## config.mk

```make
export PLATFORM = sky130hd
export DESIGN_NAME = spi_master_port
export DESIGN_NICKNAME = d
export VERILOG_FILES = /design/src/logic/spi_master_pkg.sv /design/src/logic/pin_sync.sv /design/src/logic/spi_master_port.sv
export SDC_FILE = /design/constraint.sdc
export NUM_CORES = 1
export LEC_CHECK = 0
export BUFFER_PORTS_ARGS = -buffer_cell sky130_fd_sc_hd__buf_2
export CORE_MARGIN = 2
export CORE_UTILIZATION = 55
export DETAILED_ROUTE_END_ITERATION = 6
export GPL_ROUTABILITY_DRIVEN = 0
export PLACE_DENSITY_LB_ADDON = 0.2
export REMOVE_ABC_BUFFERS = 1
export SLEW_MARGIN = 20
export SYNTH_ARGS = -nofsm -noshare
export SYNTH_HDL_FRONTEND = slang
export SYNTH_HIERARCHICAL = 1
export SYNTH_SLANG_ARGS = --single-unit
```

## constraint.sdc

```tcl
create_clock -name SYS_CLK -period 6.4 [get_ports SYS_CLK]
set_input_delay 0.96 -clock SYS_CLK [delete_from_list [all_inputs] [get_ports SYS_CLK]]
set_output_delay 0.96 -clock SYS_CLK [all_outputs]
set_load 0.1 [all_outputs]
```

## src/logic/spi_master_pkg.sv

```systemverilog
// shared constants and types for the serial master port
package spi_master_pkg;
  // ----------------------------------------
  // sizes
  // ----------------------------------------
  localparam int MAX_BITS = 32;
  localparam int SEL_COUNT = 5;
  localparam int DIV_SEL_W = 3;
  localparam int LEN_W = 5;
  // ----------------------------------------
  // reset values
  // ----------------------------------------
  localparam logic [SEL_COUNT-1:0] SEL_RESET = 5'h1F;
  localparam logic [MAX_BITS-1:0] DATA_RESET = 32'h0000_0000;
  localparam logic [7:0] COUNT_RESET = 8'h00;
  localparam logic [5:0] BITS_RESET = 6'h00;
  // ----------------------------------------
  // timing
  // ----------------------------------------
  localparam int SYS_CLK_HZ = 20_000_000;
  localparam int SYNC_STAGES = 3;
  // ----------------------------------------
  // transfer states
  // ----------------------------------------
  typedef enum logic [1:0] {
    ST_IDLE = 2'b00,
    ST_LEAD = 2'b01,
    ST_TRAIL = 2'b11,
    ST_DONE = 2'b10
  } xfer_state_type;
endpackage : spi_master_pkg

```

## src/logic/pin_sync.sv

```systemverilog
// three-stage synchroniser with agreement filter for one pin
`timescale 1ns/1ps
module pin_sync
(
  input wire logic clk,
  input wire logic rst,
  input wire logic pin_in,
  output logic level_out
);
  logic [2:0] stage_reg;
  logic [2:0] stage_next;
  logic level_reg;
  logic level_next;

  always_comb
  begin
    stage_next = {stage_reg[1:0], pin_in};
    level_next = level_reg;
    // second and third stages agree
    if (stage_reg[1] == stage_reg[2])
    begin
      level_next = stage_reg[2];
    end
  end

  always_ff @(posedge clk)
  begin
    if (rst)
    begin
      stage_reg <= 3'h7;
      level_reg <= 1'b1;
    end
    else
    begin
      stage_reg <= stage_next;
      level_reg <= level_next;
    end
  end

  assign level_out = level_reg;
endmodule : pin_sync

```

## src/logic/spi_master_port.sv

```systemverilog
// serial peripheral master: shift engine, clock divider, selects
`timescale 1ns/1ps
module spi_master_port
#(
  parameter int MAX_BITS = spi_master_pkg::MAX_BITS,
  parameter int SEL_COUNT = spi_master_pkg::SEL_COUNT
)
(
  input wire logic SYS_CLK,
  input wire logic RST,
  input wire logic START,
  input wire logic [spi_master_pkg::LEN_W-1:0] LENGTH_MINUS_ONE,
  input wire logic [MAX_BITS-1:0] TX_DATA,
  input wire logic [spi_master_pkg::DIV_SEL_W-1:0] DIV_SELECT,
  input wire logic CLK_POLARITY,
  input wire logic CLK_PHASE,
  input wire logic LSB_FIRST,
  input wire logic DELAYED_SAMPLE,
  input wire logic AUTO_SELECT,
  input wire logic [SEL_COUNT-1:0] SELECT_ENABLE,
  input wire logic DONE_CLEAR,
  input wire logic DONE_MASK,
  input wire logic master_in_line,
  output logic [MAX_BITS-1:0] RX_DATA,
  output logic BUSY,
  output logic DONE_STATUS,
  output logic DONE_IRQ,
  output logic serial_clock_out,
  output logic serial_clock_oe_n,
  output logic master_out_line,
  output logic master_out_oe_n,
  output logic [SEL_COUNT-1:0] slave_select_line,
  output logic [SEL_COUNT-1:0] slave_select_oe_n,
  output logic PULLUP_ENABLE
);
  // ----------------------------------------
  // state
  // ----------------------------------------
  spi_master_pkg::xfer_state_type state_reg, state_next;
  logic [7:0] count_reg, count_next;
  logic [5:0] bits_reg, bits_next;
  logic [MAX_BITS-1:0] tx_reg, tx_next;
  logic [MAX_BITS-1:0] rx_reg, rx_next;
  logic sclk_reg, sclk_next;
  logic mosi_reg, mosi_next;
  logic [SEL_COUNT-1:0] sel_reg, sel_next;
  logic done_reg, done_next;
  logic lsb_reg, lsb_next;
  logic cpol_reg, cpol_next;
  logic cpha_reg, cpha_next;
  logic dly_reg, dly_next;
  logic auto_reg, auto_next;
  logic [2:0] div_reg, div_next;
  logic [5:0] len_reg, len_next;
  logic drive_reg, drive_next;
  logic pend_reg, pend_next;
  logic [4:0] start_len_reg, start_len_next;
  logic miso_sync;
  logic [7:0] half_count;
  logic half_tick;
  logic next_bit;

  // ----------------------------------------
  // input synchroniser
  // ----------------------------------------
  pin_sync miso_sync_inst
  (
    .clk(SYS_CLK),
    .rst(RST),
    .pin_in(master_in_line),
    .level_out(miso_sync)
  );

  // half period in system clocks: 2^div_select
  assign half_count = 8'h01 << div_reg;
  assign half_tick = (count_reg == half_count - 8'h01);
  // outgoing bit for the current position
  assign next_bit = lsb_reg ? tx_reg[0] : tx_reg[len_reg[4:0]];

  // ----------------------------------------
  // next state
  // ----------------------------------------
  always_comb
  begin
    state_next = state_reg;
    count_next = count_reg;
    bits_next = bits_reg;
    tx_next = tx_reg;
    rx_next = rx_reg;
    sclk_next = sclk_reg;
    mosi_next = mosi_reg;
    sel_next = sel_reg;
    done_next = done_reg;
    lsb_next = lsb_reg;
    cpol_next = cpol_reg;
    cpha_next = cpha_reg;
    dly_next = dly_reg;
    auto_next = auto_reg;
    div_next = div_reg;
    len_next = len_reg;
    drive_next = 1'b1;
    start_len_next = start_len_reg;
    // a pending delayed sample waits for the next half tick
    pend_next = pend_reg && !half_tick;
    if (!AUTO_SELECT)
      sel_next = ~SELECT_ENABLE;
    if (DONE_CLEAR)
      done_next = 1'b0;
    // delayed sample taken one half period after nominal edge
    if (pend_reg && half_tick)
    begin
      rx_next = lsb_reg ? {miso_sync, rx_reg[MAX_BITS-1:1]}
                        : {rx_reg[MAX_BITS-2:0], miso_sync};
    end
    unique case (state_reg)
      spi_master_pkg::ST_IDLE:
      begin
        sclk_next = CLK_POLARITY;
        if (START)
        begin
          lsb_next = LSB_FIRST;
          cpol_next = CLK_POLARITY;
          cpha_next = CLK_PHASE;
          dly_next = DELAYED_SAMPLE;
          auto_next = AUTO_SELECT;
          div_next = DIV_SELECT;
          len_next = {1'b0, LENGTH_MINUS_ONE};
          tx_next = TX_DATA;
          rx_next = spi_master_pkg::DATA_RESET;
          bits_next = spi_master_pkg::BITS_RESET;
          count_next = spi_master_pkg::COUNT_RESET;
          start_len_next = LENGTH_MINUS_ONE;
          if (AUTO_SELECT)
            sel_next = ~SELECT_ENABLE;
          // phase 0 presents data before the first edge
          if (!CLK_PHASE)
            mosi_next = LSB_FIRST ? TX_DATA[0]
                                  : TX_DATA[LENGTH_MINUS_ONE];
          state_next = spi_master_pkg::ST_LEAD;
        end
      end
      spi_master_pkg::ST_LEAD:
      begin
        count_next = count_reg + 8'h01;
        if (half_tick)
        begin
          count_next = spi_master_pkg::COUNT_RESET;
          sclk_next = ~cpol_reg;
          if (cpha_reg)
            mosi_next = next_bit;
          else if (dly_reg)
            pend_next = 1'b1;
          else
            rx_next = lsb_reg ? {miso_sync, rx_reg[MAX_BITS-1:1]}
                              : {rx_reg[MAX_BITS-2:0], miso_sync};
          state_next = spi_master_pkg::ST_TRAIL;
        end
      end
      spi_master_pkg::ST_TRAIL:
      begin
        count_next = count_reg + 8'h01;
        if (half_tick)
        begin
          count_next = spi_master_pkg::COUNT_RESET;
          sclk_next = cpol_reg;
          tx_next = lsb_reg ? (tx_reg >> 1) : tx_reg;
          if (cpha_reg && dly_reg)
            pend_next = 1'b1;
          else if (cpha_reg)
            rx_next = lsb_reg ? {miso_sync, rx_reg[MAX_BITS-1:1]}
                              : {rx_reg[MAX_BITS-2:0], miso_sync};
          bits_next = bits_reg + 6'h01;
          if (bits_reg[4:0] == start_len_reg)
          begin
            state_next = spi_master_pkg::ST_DONE;
          end
          else
          begin
            if (!lsb_reg)
              len_next = len_reg - 6'h01;
            if (!cpha_reg)
            begin
              mosi_next = lsb_reg ? tx_reg[1]
                                  : tx_reg[5'(len_reg - 6'h01)];
            end
            state_next = spi_master_pkg::ST_LEAD;
          end
        end
      end
      spi_master_pkg::ST_DONE:
      begin
        // wait for a pending delayed sample to land
        count_next = count_reg + 8'h01;
        if (!pend_reg)
        begin
          count_next = spi_master_pkg::COUNT_RESET;
          done_next = 1'b1;
          if (auto_reg)
            sel_next = spi_master_pkg::SEL_RESET;
          state_next = spi_master_pkg::ST_IDLE;
        end
      end
    endcase
  end

  // ----------------------------------------
  // registers
  // ----------------------------------------
  always_ff @(posedge SYS_CLK)
  begin
    if (RST)
    begin
      state_reg <= spi_master_pkg::ST_IDLE;
      count_reg <= spi_master_pkg::COUNT_RESET;
      bits_reg <= spi_master_pkg::BITS_RESET;
      tx_reg <= spi_master_pkg::DATA_RESET;
      rx_reg <= spi_master_pkg::DATA_RESET;
      sclk_reg <= 1'b0;
      mosi_reg <= 1'b0;
      sel_reg <= spi_master_pkg::SEL_RESET;
      done_reg <= 1'b0;
      lsb_reg <= 1'b0;
      cpol_reg <= 1'b0;
      cpha_reg <= 1'b0;
      dly_reg <= 1'b0;
      auto_reg <= 1'b0;
      div_reg <= 3'h0;
      len_reg <= spi_master_pkg::BITS_RESET;
      drive_reg <= 1'b0;
      pend_reg <= 1'b0;
      start_len_reg <= 5'h00;
    end
    else
    begin
      state_reg <= state_next;
      count_reg <= count_next;
      bits_reg <= bits_next;
      tx_reg <= tx_next;
      rx_reg <= rx_next;
      sclk_reg <= sclk_next;
      mosi_reg <= mosi_next;
      sel_reg <= sel_next;
      done_reg <= done_next;
      lsb_reg <= lsb_next;
      cpol_reg <= cpol_next;
      cpha_reg <= cpha_next;
      dly_reg <= dly_next;
      auto_reg <= auto_next;
      div_reg <= div_next;
      len_reg <= len_next;
      drive_reg <= drive_next;
      pend_reg <= pend_next;
      start_len_reg <= start_len_next;
    end
  end

  // ----------------------------------------
  // outputs
  // ----------------------------------------
  // received word right-aligned for MSB first
  assign RX_DATA = rx_reg;
  assign BUSY = (state_reg != spi_master_pkg::ST_IDLE);
  assign DONE_STATUS = done_reg;
  assign DONE_IRQ = done_reg & ~DONE_MASK;
  assign serial_clock_out = sclk_reg;
  assign master_out_line = mosi_reg;
  assign slave_select_line = sel_reg;
  // released under reset, pull-ups on
  assign serial_clock_oe_n = ~drive_reg;
  assign master_out_oe_n = ~drive_reg;
  assign slave_select_oe_n = {SEL_COUNT{~drive_reg}};
  assign PULLUP_ENABLE = ~drive_reg;
endmodule : spi_master_port

```

==> impl_metrics.py, run 1 <==
metrics = {
    "outcome": {
        "status": "complete, no violations",
    },
    "critical_path": {
        "cp_max_fo": 27,
        "cp-start-kind": "flip-flop",
        "r2r_slack_ps": 2540,
        "required_ps": 6640,
        "critPathMaxStageDelay_ps": 770,
        "reg2reg_from": "div_reg[1]",
        "path_cells": "nor2_1 -> nand2_1 -> ha_1 -> nor4bb_1 -> o311ai_1 -> a311oi_2 -> o21a_1 -> nor2_2 -> o2bb2ai_1",
        "worst-r2r-cell-count": 9,
        "criticalPathCategory": "reg -> reg",
        "cp.arrival_ps": 4110,
        "slowest_stage": "o21a_1",
        "reg2reg_to": "RX_DATA[29]",
        "cp-end-kind": "flip-flop",
    },
    "sta": {
        "whs_ps": 417,
        "rsz0062_at_grt": "no",
        "timing.final.ws_setup_ps": 2540,
        "worstMarginPinSlew_ps": 1080,
        "hold_viol": 0,
        "layout_min_cycle_time_ps": 3860,
        "period_share_pct": 60.4,
        "clock.fmax_mhz": 259,
        "setup_tns_ps": 0,
        "slew_headroom_pct": 28.3,
        "fin_worst_skew_ps": 10.5,
        "drv_slew": 0,
        "setup_viol": 0,
    },
    "drt": {
        "dr.first_iter.drc_count": 459,
        "wl_mm": 13.5,
        "antenna_left": 0,
        "via_per_inst": 5.90,
        "drc": 0,
        "drt_pass1_iterations": 7,
        "vias": 5107,
        "wl_per_cell_um": 15.6,
    },
    "cts": {
        "ctsRootBufferMaster": "clkbuf_8",
        "cts_buffer_depth": 2,
        "numCtsBuffers": 9,
        "insertion_delay_ps": 380,
        "cts_tree": "done",
        "clkSinkCount": 111,
        "htreeDepth": 3,
        "cts_resized": 0,
        "post_cts_buffers": 0,
        "postCtsHoldBufs": 0,
        "clkSlewWorstSetupHoldPaths_ps": 100,
    },
    "power_and_ir_drop": {
        "power.share.switching_pct": 33.4,
        "p_leak_nw": 2.46,
        "p_int_w": 0.00102,
        "ir_drop_uv": 155,
        "power.density_nw_per_um2": 234,
        "report.power.total_w": 0.00152,
        "comb_power_share_pct": 24.2,
        "power_frac_seq_pct": 51.4,
        "clockPowerShare_pct": 24.4,
        "p_switching_w": 0.000510,
    },
    "cells_and_area": {
        "fillers": 911,
        "antenna_cells": 0,
        "area_growth_pct": 10.2,
        "design_area_sq_um": 6530,
        "final_nets": 786,
        "drive_gt1_share_pct": 21.6,
    },
    "floorplan": {
        "fp.dieW_um": 108,
        "die-area_sq_um": 11600,
        "start_util_pct": 57.1,
        "core_sq_um": 10400,
        "ios": 106,
        "chipHeight_um": 108,
        "row_count": 37,
    },
    "synth": {
        "synth_edf_count": 0,
        "synth_flop_cell": "dfxtp_1",
        "ys.warnings.count": 6,
        "synth-async-reset-ratio_pct": 0,
        "syn_area_per_cell_sq_um": 8.93,
        "syn_inst": 663,
        "ys_seq_area_share_pct": 37.5,
        "netlist-cell-type-count": 57,
        "synth-seq-cells": 111,
        "synthesis.area_sq_um": 5920,
    },
    "placed_design": {
        "dp_hpwl_mm": 9.44,
        "io_buffers": 105,
        "place_ws_ps": 2650,
        "placed_cell_area_sq_um": 6360,
    },
    "grt": {
        "grt_pass1_vias": 4675,
        "grt_start_max_net_pins": 70,
        "antenna_found_initial": 0,
        "grt.overflow.total": 0,
        "grt_pass1_wl_mm": 22.6,
        "grt_use_total_pct": 24.2,
    },
    "worst_hold_path": {
        "holdPathStages": 1,
        "hold_path.class": "reg -> reg",
        "hold_start": "miso_sync_inst/stage_reg[0]",
        "hold_end": "miso_sync_inst/stage_reg[1]",
    },
    "job": {
        "drv_cap": 0,
    },
}
[layout make-up]
cell class	count	area [sq um]	area share [%]
inverter	11	41.3	0.632
tap	136	170	2.61
timing repair buffer	109	556	8.51
clock inverter	3	20.0	0.307
clock buffer	12	145	2.22
sequential	111	2220	34.1
multi-input combinational	484	3370	51.7
[power groups by stage]
stage	clock (W)	combinational, W	sequential [W]
detailed placement	0	0.000369	0.000798
finish	0.000373	0.000369	0.000783
floorplan	0	0.000229	0.000839
global route	0.000414	0.000400	0.000791
CTS	0.000387	0.000369	0.000783
global placement	0	0.000359	0.000796
[Yosys cell counts, types with 3 or more instances]
master       n  area [sq um]
or3_1        8          50.1
mux2i_1     39           390
or2_1        3          18.8
buf_4        8          60.1
nand2b_1     3          18.8
nor3_1      10          50.1
buf_2       10          50.1
nor2b_1      5          31.3
a311oi_1    32           280
inv_1       10          37.5
xnor2_1     12           105
a22o_1       3          26.3
o21ai_0     17          85.1
ha_1         4          50.1
mux4_2      28           631
nand2_1    120           450
o22ai_1      4          25.0
clkbuf_1    31           116
buf_1        4          15.0
nand3_1     11          55.1
o2bb2ai_1   19           166
dfxtp_1    111          2220
nor2_1      69           259
buf_6        4          45.0
xor2_1       4          35.0
a31oi_1      9          56.3
a211oi_1    14           105
and3_1       4          25.0
a21oi_1     32           160
o211ai_1     3          22.5
and2_1       3          18.8
[logic make-up after synthesis]
kind of cell,count (synthesis),synth area share [%]
compound gates,147,18.1
xor+xnor,16,2.37
fa+ha+maj,4,0.845
buf+inv,68,5.53
flops,111,37.5
mux,69,17.6
simple gates,248,18.1
[through the flow]
| stage | utilization (%) | cells |
|---|---|---|
| 6_report | 63.0 | 866 |
| 5_1_grt | 63.0 | 866 |
| 4_1_cts | 63.0 | 866 |
| 3_5_place_dp | 61.4 | 851 |
| 3_3_place_gp | 61.4 | 851 |
| 2_1_floorplan | - | 606 |
[cells in the final DEF, fill, tap and decap left out, types with 11 or more instances in the layout]
cell type	instances
buf_2	105
a211oi_1	14
nand2_1	120
mux4_2	28
nor2_1	69
o21ai_0	17
xnor2_1	12
dfxtp_1	110
o2bb2ai_1	19
nand3_1	11
a21oi_1	32
a311oi_1	32
mux2i_1	39
[worst max-delay path by stage]
stage               startpoint       endpoint  slack (ps)  cells past startpoint
floorplan            drive_reg  PULLUP_ENABLE         660                      1
global placement    div_reg[1]    RX_DATA[18]        2900                     10
detailed placement  div_reg[1]    RX_DATA[19]        2650                     10
CTS                 div_reg[1]    RX_DATA[29]        2650                     10
global route        div_reg[1]    RX_DATA[29]        2300                     10
finish              div_reg[1]    RX_DATA[29]        2540                      9
[critical path, delay by kind of cell, from the launching register on]
family / cells / cell delay [ps]
compound gates: 4 / 1860
fa+ha+maj: 1 / 320
flops: 1 / 540
simple gates: 4 / 990
[metal layers]
metal / vias up / GRT usage, % / part of all wire [%]
li1: 2525 / - / -
met4: 0 / 6.87 / 1.1
met1: 2422 / 31.8 / 45
met3: 12 / 4.72 / 5.4
met2: 148 / 40.7 / 48
met5: - / 0 / 0
No activity file was read; power rests on OpenSTA's default activity.
==> run 2: changes to the inputs <==
- clock period: 6.4 -> 4 ns (I/O delays scaled with it)
==> run 2 against run 1 <==
Against the previous run:
- the run now ends with DRC left
- combinational power increased by 68%
- flip-flop and latch count is the same
- clock-buffer cell count fell by 1
- maximum frequency increased by 12%
- critical path depth is 1 higher
- cell area rose by 1.0%
- core utilization is 0.64 points higher
- worst setup slack got worse by 2000 ps
- largest cell class unchanged
- clock skew increased by 1.0 ps
- non-clock buffer count rose by 5
- first-iteration DRC count is 31% lower
==> impl_metrics.py, run 2 (synthesis results as in run 1) <==
metrics = {
    "power_and_ir_drop": {
        "p_leak_nw": 2.50,
        "ir_drop_uv": 167,
        "power.density_nw_per_um2": 385,
        "report.power.total_w": 0.00254,
    },
    "critical_path": {
        "r2r_slack_ps": 560,
        "slowest_stage": "dfxtp_1",
        "reg2reg_from": "div_reg[1]",
        "cp-end-kind": "flip-flop",
        "worst-r2r-cell-count": 10,
        "cp-start-kind": "flip-flop",
        "critPathMaxStageDelay_ps": 550,
        "cp_max_fo": 62,
        "criticalPathCategory": "reg -> reg",
        "setup.worst_path.start": "div_reg[1]",
        "reg2reg_to": "tx_reg[17]",
        "path_cells": "nor2_1 -> nand2_1 -> ha_1 -> nor4bb_1 -> o311ai_1 -> a311o_1 -> o31ai_4 -> buf_4 -> nor2_1 -> a311oi_1",
        "required_ps": 4290,
        "cpMostUsedCell": "nor2_1",
        "cp.arrival_ps": 3730,
    },
    "worst_hold_path": {
        "hold_start": "master_in_line",
        "holdPathStages": 2,
        "hold_end": "miso_sync_inst/stage_reg[0]",
        "hold_path.class": "in -> reg",
    },
    "cts": {
        "postCtsHoldBufs": 0,
        "htreeDepth": 3,
        "clkSinkCount": 111,
        "insertion_delay_ps": 380,
        "numCtsBuffers": 9,
        "post_cts_buffers": 0,
        "cts_tree": "done",
        "ctsRootBufferMaster": "clkbuf_8",
        "clkSlewWorstSetupHoldPaths_ps": 90,
        "cts_resized": 0,
        "cts_buffer_depth": 2,
    },
    "outcome": {
        "status": "finished, violations left",
        "failed_checks": "DRC",
    },
    "floorplan": {
        "start_util_pct": 57.1,
        "row_count": 37,
        "die-area_sq_um": 11600,
        "fp.dieW_um": 108,
        "chipHeight_um": 108,
        "core_sq_um": 10400,
        "ios": 106,
    },
    "sta": {
        "clock.fmax_mhz": 291,
        "setup_viol": 0,
        "setup_tns_ps": 0,
        "rsz0062_at_grt": "no",
        "fin_worst_skew_ps": 11.5,
        "worstMarginPinSlew_ps": 756,
        "period_share_pct": 86.0,
        "layout_min_cycle_time_ps": 3440,
        "hold_viol": 0,
        "timing.final.ws_setup_ps": 560,
        "whs_ps": 389,
        "drv_slew": 0,
        "slew_headroom_pct": 49.6,
    },
    "grt": {
        "grt_pass1_vias": 4825,
        "grt_start_max_net_pins": 63,
        "grt.overflow.total": 0,
        "grt_pass1_wl_mm": 23.1,
        "antenna_found_initial": 0,
        "grt_use_total_pct": 24.8,
    },
    "job": {
        "drv_cap": 0,
    },
    "cells_and_area": {
        "mostFrequentLayoutCell": "nand2_1",
        "final_nets": 791,
        "antenna_cells": 0,
        "final_cells": 871,
        "layout_common_cells": "nand2_1, dfxtp_1, buf_2, nor2_1, mux2i_1",
        "area_growth_pct": 11.3,
        "drive_gt1_share_pct": 22.3,
        "fillers": 932,
    },
    "drt": {
        "drc": 6,
        "drt_pass1_iterations": 7,
        "via_per_inst": 6.08,
        "vias": 5295,
        "dr.first_iter.drc_count": 317,
        "antenna_left": 0,
        "wl_per_cell_um": 16.1,
        "wl_mm": 14.0,
    },
    "placed_design": {
        "dp_hpwl_mm": 9.86,
        "dp.cells": 856,
        "io_buffers": 105,
        "place_ws_ps": 666,
    },
}
==> run 2: worst max-delay path: cells and delay by family (launching register included) <==
| family | cells | cell delay (ps) |
|---|---|---|
| buf+inv | 1 | 510 |
| simple gates | 4 | 740 |
| compound gates | 4 | 1190 |
| fa+ha+maj | 1 | 310 |
| flops | 1 | 550 |
==> run 2: stage by stage <==
stage                     instance area [sq um]  utilization [%]
after global routing                       6600             63.6
after global placement                     6400             61.7
after detailed placement                   6400             61.7
after floorplan                            5640                -
final                                      6600             63.6
after CTS                                  6600             63.6
==> run 2: worst max-delay path by stage <==
stage	end	slack, ps
after floorplan	PULLUP_ENABLE	-1380
after global placement	len_reg[4]	920
after detailed placement	len_reg[4]	670
after CTS	tx_reg[30]	680
after global routing	len_reg[4]	380
final	tx_reg[17]	560
==> run 2: cell type report <==
class | instances | area [sq um] | share of cell area (%)
multi-input cells | 484 | 3370 | 51.1
clock buffers | 11 | 141 | 2.14
flip-flops and latches | 111 | 2220 | 33.7
inverters | 11 | 41.3 | 0.626
repair buffers | 114 | 593 | 8.99
well taps | 136 | 170 | 2.58
clock inverters | 4 | 52.6 | 0.797
==> run 2: report_power, final <==
group,internal [W],switching (W),total [W]
registers,0.00117,0.0000685,0.00123
logic,0.000222,0.000396,0.000619
clock network,0.000308,0.000379,0.000686
==> run 2: per-layer routing <==
metal / GRT usage [%] / vias to the layer above / wire [um]
met5: 0 / - / 0
met2: 42.0 / 175 / 6870
li1: - / 2546 / -
met1: 32.0 / 2551 / 6100
met4: 6.59 / 0 / 178
met3: 5.51 / 23 / 853
==> run 3: changes to the inputs <==
- CELL_PAD_IN_SITES_DETAIL_PLACEMENT: default -> 2
- CELL_PAD_IN_SITES_GLOBAL_PLACEMENT: default -> 2
- CORE_UTILIZATION: 55 -> 34
==> run 3 against run 2 <==
Against the previous run:
- the run now ends clean
- first-iteration DRC count fell by 15%
- cell area rose by 3.3%
- sequential share of layout area fell by 1.1 points
- routed wire length rose by 31%
- register-to-register slack got worse by 110 ps
- worst hold slack improved by 20 ps
- global-route usage fell by 4.4 points
- clock-buffer cell count did not move
- core utilization fell by 24 points
- worst setup slack got worse by 110 ps
- critical path depth did not move
- largest cell class unchanged
==> impl_metrics.py, run 3 (synthesis results as in run 1) <==
metrics = {
    "outcome": {
        "status": "complete, no violations",
    },
    "power_and_ir_drop": {
        "p_leak_nw": 2.54,
        "power.density_nw_per_um2": 414,
        "ir_drop_uv": 230,
    },
    "sta": {
        "period_share_pct": 88.7,
        "rsz0062_at_grt": "no",
        "clock.fmax_mhz": 282,
        "setup_viol": 0,
        "layout_min_cycle_time_ps": 3550,
        "whs_ps": 409,
        "drv_slew": 0,
        "setup_tns_ps": 0,
        "slew_headroom_pct": 40.4,
        "fin_worst_skew_ps": 6.78,
        "worstMarginPinSlew_ps": 893,
        "timing.final.ws_setup_ps": 450,
        "hold_viol": 0,
    },
    "grt": {
        "grt_use_met3_pct": 2.57,
        "busiest_layer": "met2",
        "antenna_found_initial": 0,
        "gr-usage-met2_pct": 36.2,
        "grt_pass1_wl_mm": 30.2,
        "grt.overflow.total": 0,
        "grt_start_max_net_pins": 63,
        "grt_use_total_pct": 20.4,
        "grt_use_met1_pct": 26.2,
        "grt_pass1_vias": 5728,
    },
    "drt": {
        "dr.first_iter.drc_count": 268,
        "drt_pass1_iterations": 4,
        "wl_per_cell_um": 19.0,
        "vias": 5315,
        "wl_mm": 18.3,
        "via_per_inst": 5.53,
        "antenna_left": 0,
        "drc": 0,
    },
    "placed_design": {
        "placed_cell_area_sq_um": 6510,
        "dp_hpwl_mm": 13.1,
        "place_ws_ps": 457,
        "io_buffers": 105,
    },
    "job": {
        "drv_cap": 0,
    },
    "cts": {
        "htreeDepth": 3,
        "cts_buffer_depth": 2,
        "post_cts_buffers": 0,
        "clkSlewWorstSetupHoldPaths_ps": 80,
        "insertion_delay_ps": 360,
        "postCtsHoldBufs": 0,
        "ctsRootBufferMaster": "clkbuf_16",
        "cts_resized": 0,
        "clkSinkCount": 111,
        "cts_tree": "done",
        "numCtsBuffers": 9,
    },
    "critical_path": {
        "required_ps": 4280,
        "path_cells": "nor2_1 -> nand2_1 -> ha_1 -> xnor2_1 -> mux2i_1 -> a32oi_1 -> a311oi_2 -> a21oi_2 -> or4_1 -> a21oi_1",
        "slowest_stage": "a311oi_2",
        "reg2reg_from": "div_reg[1]",
        "cp-end-kind": "flip-flop",
        "setup.worst_path.start": "div_reg[1]",
        "criticalPathCategory": "reg -> reg",
        "cp-start-kind": "flip-flop",
        "cp.arrival_ps": 3830,
        "cp_max_fo": 17,
        "critPathMaxStageDelay_ps": 650,
    },
    "floorplan": {
        "row_count": 48,
        "ios": 106,
        "fp.dieW_um": 136,
        "core_sq_um": 17200,
        "chipHeight_um": 136,
        "die-area_sq_um": 18500,
        "start_util_pct": 34.5,
    },
    "cells_and_area": {
        "design_area_sq_um": 6810,
        "fin_util_pct": 39.6,
        "mostFrequentLayoutCell": "nand2_1",
        "fillers": 1983,
        "drive_gt1_share_pct": 22.3,
        "antenna_cells": 0,
        "area_growth_pct": 15.0,
        "final_nets": 791,
        "layout_common_cells": "nand2_1, dfxtp_1, buf_2, nor2_1, mux2i_1",
    },
    "worst_hold_path": {
        "hold_path.class": "in -> reg",
        "hold_start": "master_in_line",
    },
}
-- run 3: final timing paths --
check                                     end  slack [ps]  depth (start not counted)
setup / recovery                   len_reg[4]         450                         10
hold / removal    miso_sync_inst/stage_reg[0]         410                          2
setup reg to reg                   len_reg[4]         450                         10
hold reg to reg   miso_sync_inst/stage_reg[1]         420                          1
-- run 3: through the flow --
stage,total power (W),instances
2_1_floorplan,0.00171,606
3_3_place_gp,0.00188,945
3_5_place_dp,0.00191,945
4_1_cts,0.00286,961
5_1_grt,0.00296,961
6_report,0.00282,961
-- run 3: area by class of cell --
type                            instances  area, sq um  share of cell area, %
Clock inverter                          5         65.1                  0.955
Tap cell                              225          282                   4.13
Multi-Input combinational cell        484         3370                   49.5
Clock buffer                           11          233                   3.42
Sequential cell                       111         2220                   32.6
Inverter                               11         41.3                  0.606
Timing Repair Buffer                  114          593                   8.71
-- run 3: worst max-delay path: cells and delay by family (launching register included) --
family | cells | cell delay (ps)
AOI/OAI and AO/OA | 4 | 1270
xor gates and xnor gates | 1 | 270
adders and majority gates | 1 | 320
DFF | 1 | 430
muxes | 1 | 230
and+or+nand+nor | 3 | 940
-- run 3: where the power goes --
part	switching (W)	internal (W)	total, W
sequential	0.0000731	0.00117	0.00124
combinational	0.000420	0.000223	0.000642
clock	0.000443	0.000494	0.000937
total	0.000936	0.00188	0.00282
-- run 3: layer usage --
layer / part of all wire [%] / vias up
li1: - / 2548
met1: 45 / 2673
met2: 51 / 83
met3: 3.1 / 11
met4: 1.1 / 0
met5: 0 / -
